File: src/hdl/pmw_defs.svh
// Constants of the fast back-to-back 64-bit write sequencer.
// Assumes inclusion by bare name from files under hdl/.
`ifndef PMW_DEFS_SVH
`define PMW_DEFS_SVH
`define PMW_ST_IDLE 4'h0
`define PMW_ST_ADDR_LOAD 4'h1
`define PMW_ST_BUS_XACT 4'h2
`define PMW_ST_BUS_TERM 4'h3
`define PMW_TERM_NORMAL 3'h0
`define PMW_DECIDE_CYCLES 2'h2
`define PMW_BUF_DEPTH 2
`endif

File: src/hdl/pmw_pkg.sv
// Types shared by the sequencer and its skid buffer.
// Assumes nothing beyond a SystemVerilog compiler.
package pmw_pkg;
   typedef struct packed {
      logic [63:0] data;
      logic [7:0] be;
   } pmw_qword_t;

   typedef enum logic [2:0] {
      PMW_IDLE = 3'b000,
      PMW_LOAD = 3'b001,
      PMW_ADDR = 3'b010,
      PMW_DECIDE = 3'b011,
      PMW_DATA = 3'b100,
      PMW_TURN = 3'b101,
      PMW_REL = 3'b110
   } pmw_state_t;
endpackage : pmw_pkg

File: src/hdl/pmw_buf.sv
// Two-entry buffer between the local data source and the PCI data lines.
// Assumes a single clock and synchronous active-high reset.
`timescale 1ns/100ps
`default_nettype none
module pmw_buf
   import pmw_pkg::*;
(
   input wire logic mclk,
   input wire logic sys_rst,
   input wire logic in_valid,
   output logic in_ready,
   input wire pmw_qword_t in_word,
   output logic out_valid,
   input wire logic out_ready,
   output pmw_qword_t out_word
);
   pmw_qword_t mem [0:1];
   logic wr_ptr;
   logic rd_ptr;
   logic [1:0] count;
   wire push = in_valid && in_ready;
   wire pop = out_valid && out_ready;

   // A full buffer still accepts a word in the cycle it hands one out
   assign in_ready = (count != 2'h2) || out_ready;
   assign out_valid = (count != 2'h0);
   assign out_word = mem[rd_ptr];

   always_ff @(posedge mclk) begin
      if (sys_rst) begin
         wr_ptr <= 1'b0;
         rd_ptr <= 1'b0;
         count <= 2'h0;
      end else begin
         if (push) begin
            mem[wr_ptr] <= in_word;
            wr_ptr <= ~wr_ptr;
         end
         if (pop) begin
            rd_ptr <= ~rd_ptr;
         end
         count <= count + {1'b0, push} - {1'b0, pop};
      end
   end
endmodule : pmw_buf
`default_nettype wire

File: src/hdl/pmw_seq.sv
// Master sequencer for a 64-bit write burst of a fast back-to-back pair.
// Assumes PCI pins are already synchronous to mclk (PCI clock); a tristate
// wrapper outside resolves each _o/_oe pair onto the bus wire.
// Function
// - drop bus request after frame asserted while wide local request inactive
// - hold frame, irdyn off two cycles after devseln to decide width
// - after decision wide flag follows ack64n; local grant follows PCI grant
// - devseln and local ready last cycle give irdyn and both strobes
// - data phase completes only when irdyn and trdyn both asserted
// - burst counter decrements the cycle after each completed phase
// - after acceptance drive the next buffered word onto ad and cben
// - frame stays asserted while further data phases remain
// - irdyn stays asserted when frame and local ready were asserted last cycle
// - final phase deasserts frame, req64n and both local strobes
// - turnaround releases bus lines, clears counter, reports normal end
// - idle cycle releases irdyn, par and par64
// - wide request and grant last cycle give address-loading state
// - normal termination code reads zero
`timescale 1ns/100ps
`default_nettype none
`include "pmw_defs.svh"
module pmw_seq
   import pmw_pkg::*;
#(
   parameter int BURST_W = 12
) (
   input wire logic mclk,
   input wire logic sys_rst,
   // PCI side
   input wire logic gntn,
   output logic reqn,
   input wire logic devseln,
   input wire logic trdyn,
   input wire logic ack64n,
   output logic frame_o,
   output logic frame_oe,
   output logic req64_o,
   output logic req64_oe,
   output logic irdy_o,
   output logic irdy_oe,
   output logic [63:0] ad_o,
   output logic ad_oe,
   output logic [7:0] cbe_o,
   output logic cbe_oe,
   output logic par_oe,
   output logic par64_oe,
   // Local master side
   input wire logic local_wide_request_n,
   input wire logic local_source_ready_n,
   input wire logic [63:0] local_data,
   input wire logic [7:0] local_byte_enables,
   input wire logic [BURST_W-1:0] requested_beats,
   output logic local_grant_n,
   output logic local_low_word_taken_n,
   output logic local_high_word_taken_n,
   output logic wide_transfer_flag_n,
   output logic [BURST_W-1:0] remaining_beats,
   output logic [3:0] initiator_phase_state,
   output logic [2:0] end_reason_code
);
   ////////////////////////////////////////////////////////////////////////
   pmw_state_t state;
   pmw_state_t next_state;
   logic [1:0] decide_cnt;
   logic devsel_q;
   logic req_q;
   logic gnt_q;
   logic [BURST_W-1:0] fetch_left;
   logic [31:0] addr_lat;
   logic [3:0] cmd_lat;
   logic [BURST_W-1:0] len_lat;
   pmw_qword_t buf_out;
   logic buf_valid;
   logic buf_in_ready;

   wire phase_done = !irdy_o && irdy_oe && !trdyn;
   wire last_phase = (remaining_beats == BURST_W'(1));
   // Prefetch in the address phase and at the end of the decision, so
   // the buffer never runs dry while the source keeps ready asserted
   wire early_take = ((state == PMW_ADDR) && devseln) ||
      ((state == PMW_DECIDE) && (next_state == PMW_DATA));
   wire data_take = (state == PMW_DATA) && devsel_q;
   // take a word in the address phase before devseln, at the end of the decision or once selected, when source ready
   wire take = (early_take || data_take) && !local_source_ready_n &&
      (fetch_left != '0) && buf_in_ready;
   // next word goes out when ad is free or its phase completes
   wire load = (state == PMW_DATA) && buf_valid && (irdy_o || phase_done);
   wire [BURST_W-1:0] left_after = remaining_beats - BURST_W'(phase_done);
   wire load_last = load && (left_after == BURST_W'(1));

   ////////////////////////////////////////////////////////////////////////
   pmw_buf u_buf (
      .mclk(mclk),
      .sys_rst(sys_rst),
      .in_valid(take),
      .in_ready(buf_in_ready),
      .in_word({local_data, local_byte_enables}),
      .out_valid(buf_valid),
      .out_ready(load),
      .out_word(buf_out)
   );

   ////////////////////////////////////////////////////////////////////////
   always_comb begin
      next_state = state;
      case (state)
         // load on wide request plus grant
         PMW_IDLE: if (req_q && gnt_q) next_state = PMW_LOAD;
         PMW_LOAD: if (!gntn) next_state = PMW_ADDR;
         PMW_ADDR: if (!devseln) next_state = PMW_DECIDE;
         PMW_DECIDE: if (decide_cnt == `PMW_DECIDE_CYCLES - 2'h1) next_state = PMW_DATA;
         PMW_DATA: if (phase_done && last_phase) next_state = PMW_TURN;
         PMW_TURN: next_state = PMW_REL;
         PMW_REL: next_state = PMW_IDLE;
         default: next_state = PMW_IDLE;
      endcase
   end

   always_ff @(posedge mclk) begin
      if (sys_rst) begin
         state <= PMW_IDLE;
         decide_cnt <= 2'h0;
         devsel_q <= 1'b0;
         req_q <= 1'b0;
         gnt_q <= 1'b0;
         fetch_left <= '0;
         addr_lat <= 32'h0;
         cmd_lat <= 4'h0;
         len_lat <= '0;
      end else begin
         state <= next_state;
         decide_cnt <= (state == PMW_DECIDE) ? decide_cnt + 2'h1 : 2'h0;
         devsel_q <= !devseln;
         req_q <= !local_wide_request_n;
         gnt_q <= !local_grant_n;
         if (state == PMW_LOAD) begin
            fetch_left <= len_lat;
         end else if (take) begin
            fetch_left <= fetch_left - BURST_W'(1);
         end
         if (state == PMW_IDLE && next_state == PMW_LOAD) begin
            addr_lat <= local_data[31:0];
            cmd_lat <= local_byte_enables[3:0];
            len_lat <= requested_beats;
         end
      end
   end

   ////////////////////////////////////////////////////////////////////////
   always_ff @(posedge mclk) begin
      if (sys_rst) begin
         reqn <= 1'b1;
         frame_o <= 1'b1;
         frame_oe <= 1'b0;
         req64_o <= 1'b1;
         req64_oe <= 1'b0;
         irdy_o <= 1'b1;
         irdy_oe <= 1'b0;
         ad_o <= 64'h0;
         ad_oe <= 1'b0;
         cbe_o <= 8'h0;
         cbe_oe <= 1'b0;
         par_oe <= 1'b0;
         par64_oe <= 1'b0;
         local_grant_n <= 1'b1;
         local_low_word_taken_n <= 1'b1;
         local_high_word_taken_n <= 1'b1;
         wide_transfer_flag_n <= 1'b1;
         remaining_beats <= '0;
         initiator_phase_state <= `PMW_ST_IDLE;
         end_reason_code <= `PMW_TERM_NORMAL;
      end else begin
         local_grant_n <= gntn;
         if (state == PMW_IDLE && !local_wide_request_n) begin
            reqn <= 1'b0;
         end
         // drop request once frame is out without further wide request
         if (frame_oe && !frame_o && local_wide_request_n) begin
            reqn <= 1'b1;
         end
         // strobes pulse with each taken word
         local_low_word_taken_n <= !take;
         local_high_word_taken_n <= !take;
         case (state)
            PMW_IDLE: begin
               irdy_oe <= 1'b0;
               if (next_state == PMW_LOAD) initiator_phase_state <= `PMW_ST_ADDR_LOAD;
            end
            PMW_LOAD: if (!gntn) begin
               frame_o <= 1'b0;
               frame_oe <= 1'b1;
               req64_o <= 1'b0;
               req64_oe <= 1'b1;
               ad_o <= {32'h0, addr_lat};
               ad_oe <= 1'b1;
               cbe_o <= {4'h0, cmd_lat};
               cbe_oe <= 1'b1;
               par_oe <= 1'b1;
               par64_oe <= 1'b1;
               irdy_o <= 1'b1;
               irdy_oe <= 1'b1;
               remaining_beats <= len_lat;
               initiator_phase_state <= `PMW_ST_BUS_XACT;
            end
            PMW_DECIDE: begin
               // frame held, irdyn off while width is judged
               irdy_o <= 1'b1;
               // only ack64n makes the burst wide
               if (next_state == PMW_DATA) wide_transfer_flag_n <= ack64n;
            end
            PMW_DATA: begin
               // irdyn stays low while buffered words remain
               if (load) begin
                  irdy_o <= 1'b0;
                  // put the buffered word on the bus
                  ad_o <= buf_out.data;
                  cbe_o <= buf_out.be;
               end else if (phase_done) begin
                  irdy_o <= 1'b1;
               end
               if (phase_done) remaining_beats <= left_after;
               // frame ends with the last word put out
               if (load_last) begin
                  frame_o <= 1'b1;
                  req64_o <= 1'b1;
               end
               if (phase_done && last_phase) begin
                  frame_oe <= 1'b0;
                  req64_oe <= 1'b0;
                  ad_oe <= 1'b0;
                  cbe_oe <= 1'b0;
                  irdy_o <= 1'b1;
                  remaining_beats <= '0;
                  initiator_phase_state <= `PMW_ST_BUS_TERM;
                  end_reason_code <= `PMW_TERM_NORMAL;
               end
            end
            PMW_TURN: begin
               irdy_oe <= 1'b0;
               par_oe <= 1'b0;
               par64_oe <= 1'b0;
               wide_transfer_flag_n <= 1'b1;
            end
            default: begin
            end
         endcase
      end
   end
endmodule : pmw_seq
`default_nettype wire

File: config.mk
export PLATFORM = sky130hd
export DESIGN_NAME = pmw_seq
export DESIGN_NICKNAME = d
export VERILOG_FILES = /design/src/hdl/pmw_pkg.sv /design/src/hdl/pmw_buf.sv /design/src/hdl/pmw_seq.sv
export VERILOG_INCLUDE_DIRS = /design/src /design/src/hdl
export SDC_FILE = /design/constraint.sdc
export NUM_CORES = 1
export LEC_CHECK = 0
export BUFFER_PORTS_ARGS = -buffer_cell sky130_fd_sc_hd__buf_4
export CELL_PAD_IN_SITES_DETAIL_PLACEMENT = 1
export CELL_PAD_IN_SITES_GLOBAL_PLACEMENT = 1
export CORE_MARGIN = 1.5
export CORE_UTILIZATION = 40
export DETAILED_ROUTE_END_ITERATION = 8
export PLACE_DENSITY_LB_ADDON = 0.1
export SYNTH_ARGS = -nofsm -noshare
export SYNTH_HDL_FRONTEND = slang
export SYNTH_SLANG_ARGS = --single-unit
File: constraint.sdc
create_clock -name mclk -period 5.3 [get_ports mclk]
set_input_delay 0.795 -clock mclk [delete_from_list [all_inputs] [get_ports mclk]]
set_output_delay 0.795 -clock mclk [all_outputs]
set_load 0.01 [all_outputs]
==> results of run 1 <==
## stage by stage
step | power [mW] | hold WS [ns] | setup WS (ns) | std cells | TNS [ns]
after CTS | 5.274 | 0.4318 | 1.356 | 1735 | 0
after floorplan | 2.647 | 0.4058 | -0.02778 | 1161 | -4.000
final | 5.213 | 0.4261 | 1.431 | 1735 | 0
after global routing | 5.379 | 0.4509 | 1.165 | 1735 | 0
after global placement | 2.739 | 0.4166 | 1.509 | 1671 | 0
after detailed placement | 2.742 | 0.4173 | 1.378 | 1671 | 0
## logic make-up after synthesis
group / after synthesis
simple gates: 386
flops: 312
fa+ha+maj: 5
compound gates: 262
other cells: 1
xor+xnor: 5
buf+inv: 111
mux: 75
## sequential cells by signal, indices dropped and copies added (netlist names), 3 cells and up, named ones only
register	flops
cmd_lat	4
remaining_beats	12
fetch_left	12
addr_lat	32
u_buf.mem	144
state	3
ad_o	64
cbe_o	8
len_lat	12
## area by class of cell
cell class	instances	share of cell area, %
clock buffer	48	6.228
clock inverter	16	1.567
inverter	18	0.4407
multi-input combinational	738	28.04
sequential	312	50.17
tap	396	3.232
timing repair buffer	207	10.32
## Yosys cell counts (all sizes together), types with 4 or more instances
library cell / count / area (um^2)
inv: 18 / 67.56
nor3b: 4 / 46.29
or2: 5 / 31.28
o21ai: 19 / 98.84
clkbuf: 57 / 215.2
buf: 36 / 201.5
or3: 9 / 56.30
nand2b: 10 / 62.56
nand3: 46 / 230.2
a311oi: 5 / 43.79
edfxtp: 144 / 4324
a21oi: 147 / 739.5
or3b: 5 / 43.79
mux2i: 37 / 370.4
o21a: 4 / 30.03
nor3: 17 / 85.08
nor2: 41 / 153.9
nand2: 219 / 822.0
mux2: 38 / 427.9
nor2b: 7 / 43.79
dfxtp: 168 / 3363
nor4: 8 / 50.05
a221oi: 5 / 43.79
ha: 5 / 62.56
o211ai: 37 / 277.8
a211oi: 8 / 60.06
## metal layers
metal / up-vias / wire length, um / part of all wire (%) / GRT usage [%]
met4: 0 / 590 / 1.7 / 5.579
met2: 173 / 16400 / 48 / 36.18
met5: - / 0 / 0 / 0
met3: 44 / 1380 / 4.1 / 3.350
li1: 4436 / - / - / -
met1: 4577 / 15510 / 46 / 28.12
## power by group through the flow
stage / logic [mW] / clock network [mW] / registers (mW)
floorplan: 0.0631 / 0 / 2.58
global placement: 0.153 / 0 / 2.59
detailed placement: 0.156 / 0 / 2.59
CTS: 0.156 / 2.58 / 2.53
global route: 0.170 / 2.67 / 2.53
finish: 0.155 / 2.52 / 2.53
## worst max-delay path: cells and delay by family, from the launching register on
kind | cells | cell delay (ns)
buf+inv | 2 | 0.82
simple gates | 3 | 1.45
flops | 1 | 0.59
compound gates | 2 | 0.68
## how the worst min path moves through the flow
stage | endpoint | depth (start not counted)
2_1_floorplan | decide_cnt[0] | 1
3_3_place_gp | gnt_q | 1
3_5_place_dp | gnt_q | 1
4_1_cts | gnt_q | 1
5_1_grt | u_buf.mem[0][50] | 1
6_report | gnt_q | 1
==> metrics, run 1 <==
Worst-Skew Late Latency 0.51 ns; commonest non-fill, non-tap cell in the layout nand2_1; Sink Count 312; CTS max path bufs 3; final net count 1409; Detailed Route Iter0 Violations 383; Simple-Gate Fraction of Synth Area 14.01%; CP startpoint state[2]; Placer Congestion 0.8214; Worst Path Required 5.50 ns; final clock skew 0.01237 ns; Worst Tran Pin Value 1.029 ns; switching part of the total power 20.37%; Clk pin slew, worst setup/hold paths 0.06 ns; core footprint 30590 um^2; xor and xnor area share after synthesis 0.3526%; max cap viols 0; WL final 33880 um; Syn. warnings 0; post-CTS resize count 0; R2R depth 7; first-pass GRT wire length 52810 um; r2r setup slk 1.43 ns; Setup crit end kind register; HP Start local_grant_n; RSZ-0062 raised after global routing no; Synth Area per Inst 10.74 um^2; first drt pass iteration count 4; fin. max-slew vios 0; io pins 198; Hold Vio Cnt, Final 0; synthesized cell area 12420 um^2; Layout area overhead 23.42%; share of cells above drive strength 1 24.05%; fmax 258.5 MHz; status complete, no violations; Initial Utilization 40.60%; CTS tree done; top_reg_cell synth dfxtp_1; Num CTS Buffers 35; largest net degree at the start of global routing 90; most frequent cells in the layout nand2_1 (219), buf_4 (204), dfxtp_1 (167); ys async rst share 0%; Seq pwr share 48.6%; Sequential Area 7691 um^2; DR vias 9230; power density cells 340.0 nW/um^2; post-synthesis adder-cell area fraction 0.5037%; post-place instance area 14130 um^2; vias in the first global route 9528; initial antenna violation count 0; Cells after Synth 1157; CP Max Fanout 37; multi-input logic area 4298 um^2; startpoint types register; DRT antenna net count 0; post-synthesis sequential area ratio 61.89%; Compound-Gate Fraction of Synth Area 12.88%; crit-path cells nor3b_4 -> buf_4 -> a32oi_1 -> a211o_1 -> or3_1 -> nor2_4 -> buf_4; WL per Instance 19.52 um; Cell Rows 64; Hold Crit Class reg -> reg; # diodes 0; die width 179.2 um; setup bufs post-CTS 0; Slew HR 31.17%; Root Buffer clkbuf_16; slowest CP cell nor2_4; Worst path max stage delay 0.64 ns; CP Class reg -> reg; EDFF count, synth 144; GRT Residual Overflow 0; hold buffers post-CTS 0; CP dominant cell by count buf_4; layout filler cell count 3336; # DRC 0; post-layout util 50.11%; combinational family with the most area after synthesis simple AND/OR/NAND/NOR gates; Pleak 5.321 nW; crit share post-route 73.00%; synth unique cells 68; final instance area 15330 um^2; final setup vio count 0; Arrival @ worst endpoint 4.07 ns; die area 32120 um^2; # H-tree levels 2; HPWL after detailed placement 21080 um; #FFs+latches synth 312; mux contribution to synthesized area 6.427%; chip height 179.2 um; RR Endpoint u_buf.mem[1][48]; Clk network pwr share 48.4%; VDD IR max 0.0001773 V; reg-to-reg startpoint state[2]; P_sw 1.062 mW; post-DR vias/cell 5.320; Combinational Power Share 3.0%; Port Buffer Count 192; P_int 4.151 mW; worst setup path endpoint u_buf.mem[1][48]; all-layer global routing usage 21.26%; Final min period 3.869 ns
Power figures use the tool's default switching activity.
==> run 2: changes to the inputs <==
Clock period 5.3 ns to 3.31 ns, I/O delays scaled along.
==> run 2 against run 1 <==
Cell count rose by 0.75%. Highest routed layer unchanged. Maximum frequency increased by 25%. Wire length is 0.48% lower.
==> metrics, run 2 (same netlist as run 1, synthesis figures left out) <==
met3 wire len 1577 um; CP Class reg -> reg; crit-path cells or3b_2 -> inv_1 -> ha_1 -> ha_1 -> or4b_2 -> or2_2 -> xnor2_1 -> or4_1 -> o31ai_1; Sink Count 312; Final WS setup 0.2173 ns; Root Buffer clkbuf_16; Placer Congestion 0.8370; commonest non-fill, non-tap cell in the layout nand2_1; dpl ws 0.01244 ns; Arrival @ worst endpoint 3.50 ns; DRT antenna net count 0; metal1 wirelength 15340 um; die area 32120 um^2; final net count 1421; final clock skew 0.01866 ns; Setup crit end kind register; setup bufs post-CTS 0; biggest regs u_buf.mem: 144 flops, ad_o: 64 flops, addr_lat: 32 flops; Largest register FFs 144; crit share post-route 93.43%; post-CTS resize count 0; Pleak 5.425 nW; HPWL after detailed placement 21370 um; slowest CP cell or4b_2; RSZ-0062 raised after global routing no; die width 179.2 um; status complete, no violations; Hold Crit Class in -> reg; fmax 323.3 MHz; # H-tree levels 2; vias in the first global route 9589; fin. max-slew vios 0; most frequent cells in the layout nand2_1 (219), buf_4 (210), dfxtp_1 (167); share of cells above drive strength 1 24.87%; post-place instance area 14300 um^2; WL final 33710 um; final instance area 15570 um^2; length of routed met2 wiring 16380 um; setup TNS 0 ns; DR vias 9238; Layout area overhead 25.35%; Worst path max stage delay 0.61 ns; chip height 179.2 um; CTS max path bufs 3; CP dominant cell by count ha_1; # DRC 0; layout filler cell count 3323; CTS tree done; Top reg by flops u_buf.mem; VDD IR max 0.0002980 V; Final min period 3.093 ns; startpoint types register; Slew HR 42.22%; hold buffers post-CTS 0; all-layer global routing usage 20.96%; WL per Instance 19.29 um; Detailed Route Iter0 Violations 543; final setup vio count 0; Worst-Skew Late Latency 0.51 ns; Placed Instances 1683; WHS 0.1692 ns; max cap viols 0; largest net degree at the start of global routing 89; DR top layer met4; GRT Residual Overflow 0; CP Max Fanout 5; Non-Filler Instances 1748; core footprint 30590 um^2; Clk pin slew, worst setup/hold paths 0.06 ns; power density cells 547.8 nW/um^2; initial antenna violation count 1; first-pass GRT wire length 52180 um; Hold Vio Cnt, Final 0; Cell Rows 64; post-DR vias/cell 5.285; Num CTS Buffers 35; io pins 198; Worst Path Required 3.72 ns; Worst Tran Pin Value 0.8667 ns; Port Buffer Count 192; first drt pass iteration count 4; Initial Utilization 40.60%
-- run 2: cell count changes in the layout (fill, tap and decap cells not counted), sizes merged --
cell      delta
clkinv       +1
diode        +1
bufinv       +2
clkinvlp     +2
inv          -2
clkbuf       -3
buf         +12
-- run 2: layout make-up --
cell class	count	area, um^2	area share (%)
antenna	1	2.502	0.01607
multi-input combinational	738	4298	27.60
inverter	18	67.56	0.4339
sequential	312	7691	49.40
tap	396	495.5	3.182
clock buffer	45	954.7	6.131
clock inverter	19	312.8	2.009
timing repair buffer	219	1748	11.23
-- run 2: worst paths after layout --
| path | startpoint | slack, ns | cells past startpoint | to |
|---|---|---|---|---|
| setup / recovery | irdy_oe | 0.22 | 9 | req64_o |
| hold / removal | local_byte_enables[7] | 0.17 | 1 | u_buf.mem[1][7] |
| setup reg to reg | irdy_oe | 0.22 | 9 | req64_o |
| hold reg to reg | decide_cnt[0] | 0.44 | 1 | decide_cnt[0] |
-- run 2: through the flow --
step                utilization [%]  power (mW)
floorplan                         -       4.239
global placement              46.75       4.381
detailed placement            46.75       4.388
CTS                           50.89       8.631
global route                  50.89       8.796
finish                        50.90       8.529
-- run 2: power by group --
group | leakage (nW) | switching (mW) | internal, mW | total (mW)
Combinational | 2.16 | 0.141 | 0.105 | 0.246
Sequential | 2.65 | 0.0148 | 4.04 | 4.06
Clock | 0.614 | 1.55 | 2.68 | 4.22
Total | 5.42 | 1.70 | 6.82 | 8.53
-- run 2: worst max-delay path: cells and delay by family, from the launching register on --
family	cells	cell delay (ns)
AO/OA/AOI/OAI	1	0.19
XOR/XNOR	1	0.12
adder cells (fa/ha/maj)	2	0.37
buffers and inverters	1	0.11
flip-flops	1	0.39
AND/OR/NAND/NOR	4	1.80
-- run 2: metal layers --
metal / track usage [%] / up-vias
met5: 0 / -
met2: 36.23 / 203
met3: 3.308 / 31
met1: 27.61 / 4522
met4: 4.580 / 0
li1: - / 4482
==> run 3: changes to the inputs <==
Settings changed: SYNTH_HIERARCHICAL from default to 1.
==> run 3 against run 2 <==
Synthesized area rose by 0.78%. Die area rose by 0.76%. Worst hold slack got worse by 0.010 ns. Register-to-register slack improved by 0.17 ns. Sequential power barely moved. Wire length rose by 0.77%. Largest cell class unchanged. Largest power group is now sequential cells. Highest routed layer is now met5.
==> metrics, run 3 <==
biggest regs u_buf/mem: 144 flops, ad_o: 64 flops, addr_lat: 32 flops; CP delay by family, top simple AND/OR/NAND/NOR gates; WL per Instance 19.56 um; fin. max-slew vios 0; Num CTS Buffers 36; switching part of the total power 21.03%; P_sw 1.709 mW; slowest CP cell dfxtp_1; Cells after Synth 1149; GRT Residual Overflow 0; Final WS setup 0.3882 ns; vias in the first global route 9725; crit-path cells nor3b_4 -> o211a_4 -> or3b_4 -> nand4bb_1 -> o22a_2 -> nor2_4 -> nand2_4 -> ha_1 -> inv_1 -> ha_1 -> xor2_1 -> and2_1 -> nor3_1; CP Max Fanout 12; ranking of synthesized cells by area edfxtp_1 (35%), dfxtp_1 (27%), nand2_1 (6.7%); post-CTS resize count 0; Combinational Power Share 3.5%; Worst Tran Pin Value 1.045 ns; DRT antenna net count 0; post-DR vias/cell 5.341; synth unique cells 72; commonest non-fill, non-tap cell in the layout nand2_1; dpl ws 0.3504 ns; P_int 6.416 mW; Top reg by flops u_buf/mem; largest net degree at the start of global routing 120; #FFs+latches synth 312; share of cells above drive strength 1 22.31%; max cap viols 0; reg-to-reg startpoint state[0]; crit share post-route 88.27%; Post-synth top cells nand2_1 (224), dfxtp_1 (168), edfxtp_1 (144); RSZ-0062 raised after global routing no; all-layer global routing usage 20.93%; layout filler cell count 3340; CTS tree done; post-synthesis sequential area ratio 61.42%; chip height 179.9 um; Clk pin slew, worst setup/hold paths 0.06 ns; Initial Utilization 40.81%; Setup crit end kind register; Synth Area per Inst 10.89 um^2; CTS max path bufs 3; r2r setup slk 0.39 ns; synthesized cell area 12520 um^2; Port Buffer Count 192; setup TNS 0 ns; Placer Congestion 0.8013; Root Buffer clkbuf_16; Hold Crit Class in -> reg; Worst Path Buf+Inv 1; Syn. warnings 6; final net count 1410; Largest register FFs 144; first-pass GRT wire length 54030 um; R2R depth 13; initial antenna violation count 2; Worst path max stage delay 0.59 ns; first drt pass iteration count 4; Sink Count 312; EDFF count, synth 144; Pleak 5.436 nW; status complete, no violations; WL final 33970 um; # H-tree levels 2; power density cells 525.0 nW/um^2; Final min period 2.922 ns; Slew HR 30.34%; ys async rst share 0%; core footprint 30670 um^2; CP dominant cell by count ha_1; die width 179.9 um; DR vias 9277; Cell Rows 64; WHS Path Cells 2; # DRC 0; RR Endpoint u_buf/count[1]; startpoint types register; io pins 198; top_reg_cell synth dfxtp_1; Layout area overhead 23.63%; top cell type's share of synthesized area 34.55%; Seq pwr share 50.1%; hold buffers post-CTS 0; Detailed Route Iter0 Violations 445; Hold EP devsel_q; most common cell in the netlist nand2_1; HPWL after detailed placement 21190 um; HP Start devseln; VDD IR max 0.0002543 V; CP Class reg -> reg; Worst Path Required 3.66 ns; Clk network pwr share 46.4%; Yosys top cell by area edfxtp_1; Arrival @ worst endpoint 3.28 ns; setup bufs post-CTS 0; Worst-Skew Late Latency 0.51 ns; final clock skew 0.01753 ns; Hold Vio Cnt, Final 0; die area 32360 um^2; fmax 342.3 MHz; final setup vio count 0; most frequent cells in the layout nand2_1 (224), buf_4 (210), dfxtp_1 (165)
==> run 3: area by class of cell <==
| class | count | area (um^2) | area share, % |
|---|---|---|---|
| sequential | 312 | 7694 | 49.72 |
| multi-input combinational | 734 | 4420 | 28.57 |
| timing repair buffer | 216 | 1688 | 10.91 |
| clock buffer | 52 | 1025 | 6.622 |
| tap | 396 | 495.5 | 3.202 |
| clock inverter | 14 | 105.1 | 0.6792 |
| inverter | 12 | 45.04 | 0.2911 |
| antenna | 1 | 2.502 | 0.01617 |
==> run 3: power groups by stage <==
stage	Clock, mW	Combinational (mW)	Sequential [mW]
floorplan	0	0.117	4.15
global placement	0	0.281	4.15
detailed placement	0	0.285	4.15
CTS	3.86	0.287	4.07
global route	4.02	0.310	4.07
finish	3.77	0.282	4.07
==> run 3: cell families (layout without fill, tap and decap cells) <==
logic type,Yosys count,count (layout),share of synthesized area (%)
compound gates,203,203,10.44
xor+xnor,15,15,1.050
fa+ha+maj,6,6,0.5997
buf+inv,107,294,3.828
flops,312,312,61.42
mux,76,76,6.877
other cells,1,6,0.02996
simple gates,429,429,15.76
==> run 3: worst reg2reg max path, delay by kind of cell (launching register included) <==
kind            cells  cell delay (ns)
simple gates        7             1.05
flops               1             0.59
compound gates      2             0.52
fa+ha+maj           2             0.38
xor+xnor            1             0.18
buf+inv             1             0.05
==> run 3: worst max path at each step <==
stage	start	to	cells past startpoint
global placement	trdyn	req64_o	10
global route	state[0]	u_buf/count[1]	13
floorplan	state[1]	u_buf/mem[1][0]	9
finish	state[0]	u_buf/count[1]	13
detailed placement	trdyn	u_buf/count[1]	14
CTS	state[0]	u_buf/count[1]	13
==> run 3: layer usage <==
layer,wire [um],track usage [%]
met1,14620,26.70
met3,1547,3.545
met2,16890,36.23
met4,900,6.400
met5,14,0
==> run 3: metrics by stage <==
stage          instances  instance area, um^2  util (%)  power [mW]  hold slack [ns]
3_5_place_dp        1670                14340     46.76       4.438           0.4283
6_report            1737                15470     50.46       8.125           0.1591
2_1_floorplan       1153                12580         -       4.269           0.4057
3_3_place_gp        1670                14340     46.76       4.432           0.4198
4_1_cts             1736                15470     50.45       8.218           0.1360
5_1_grt             1737                15470     50.46       8.399           0.1353
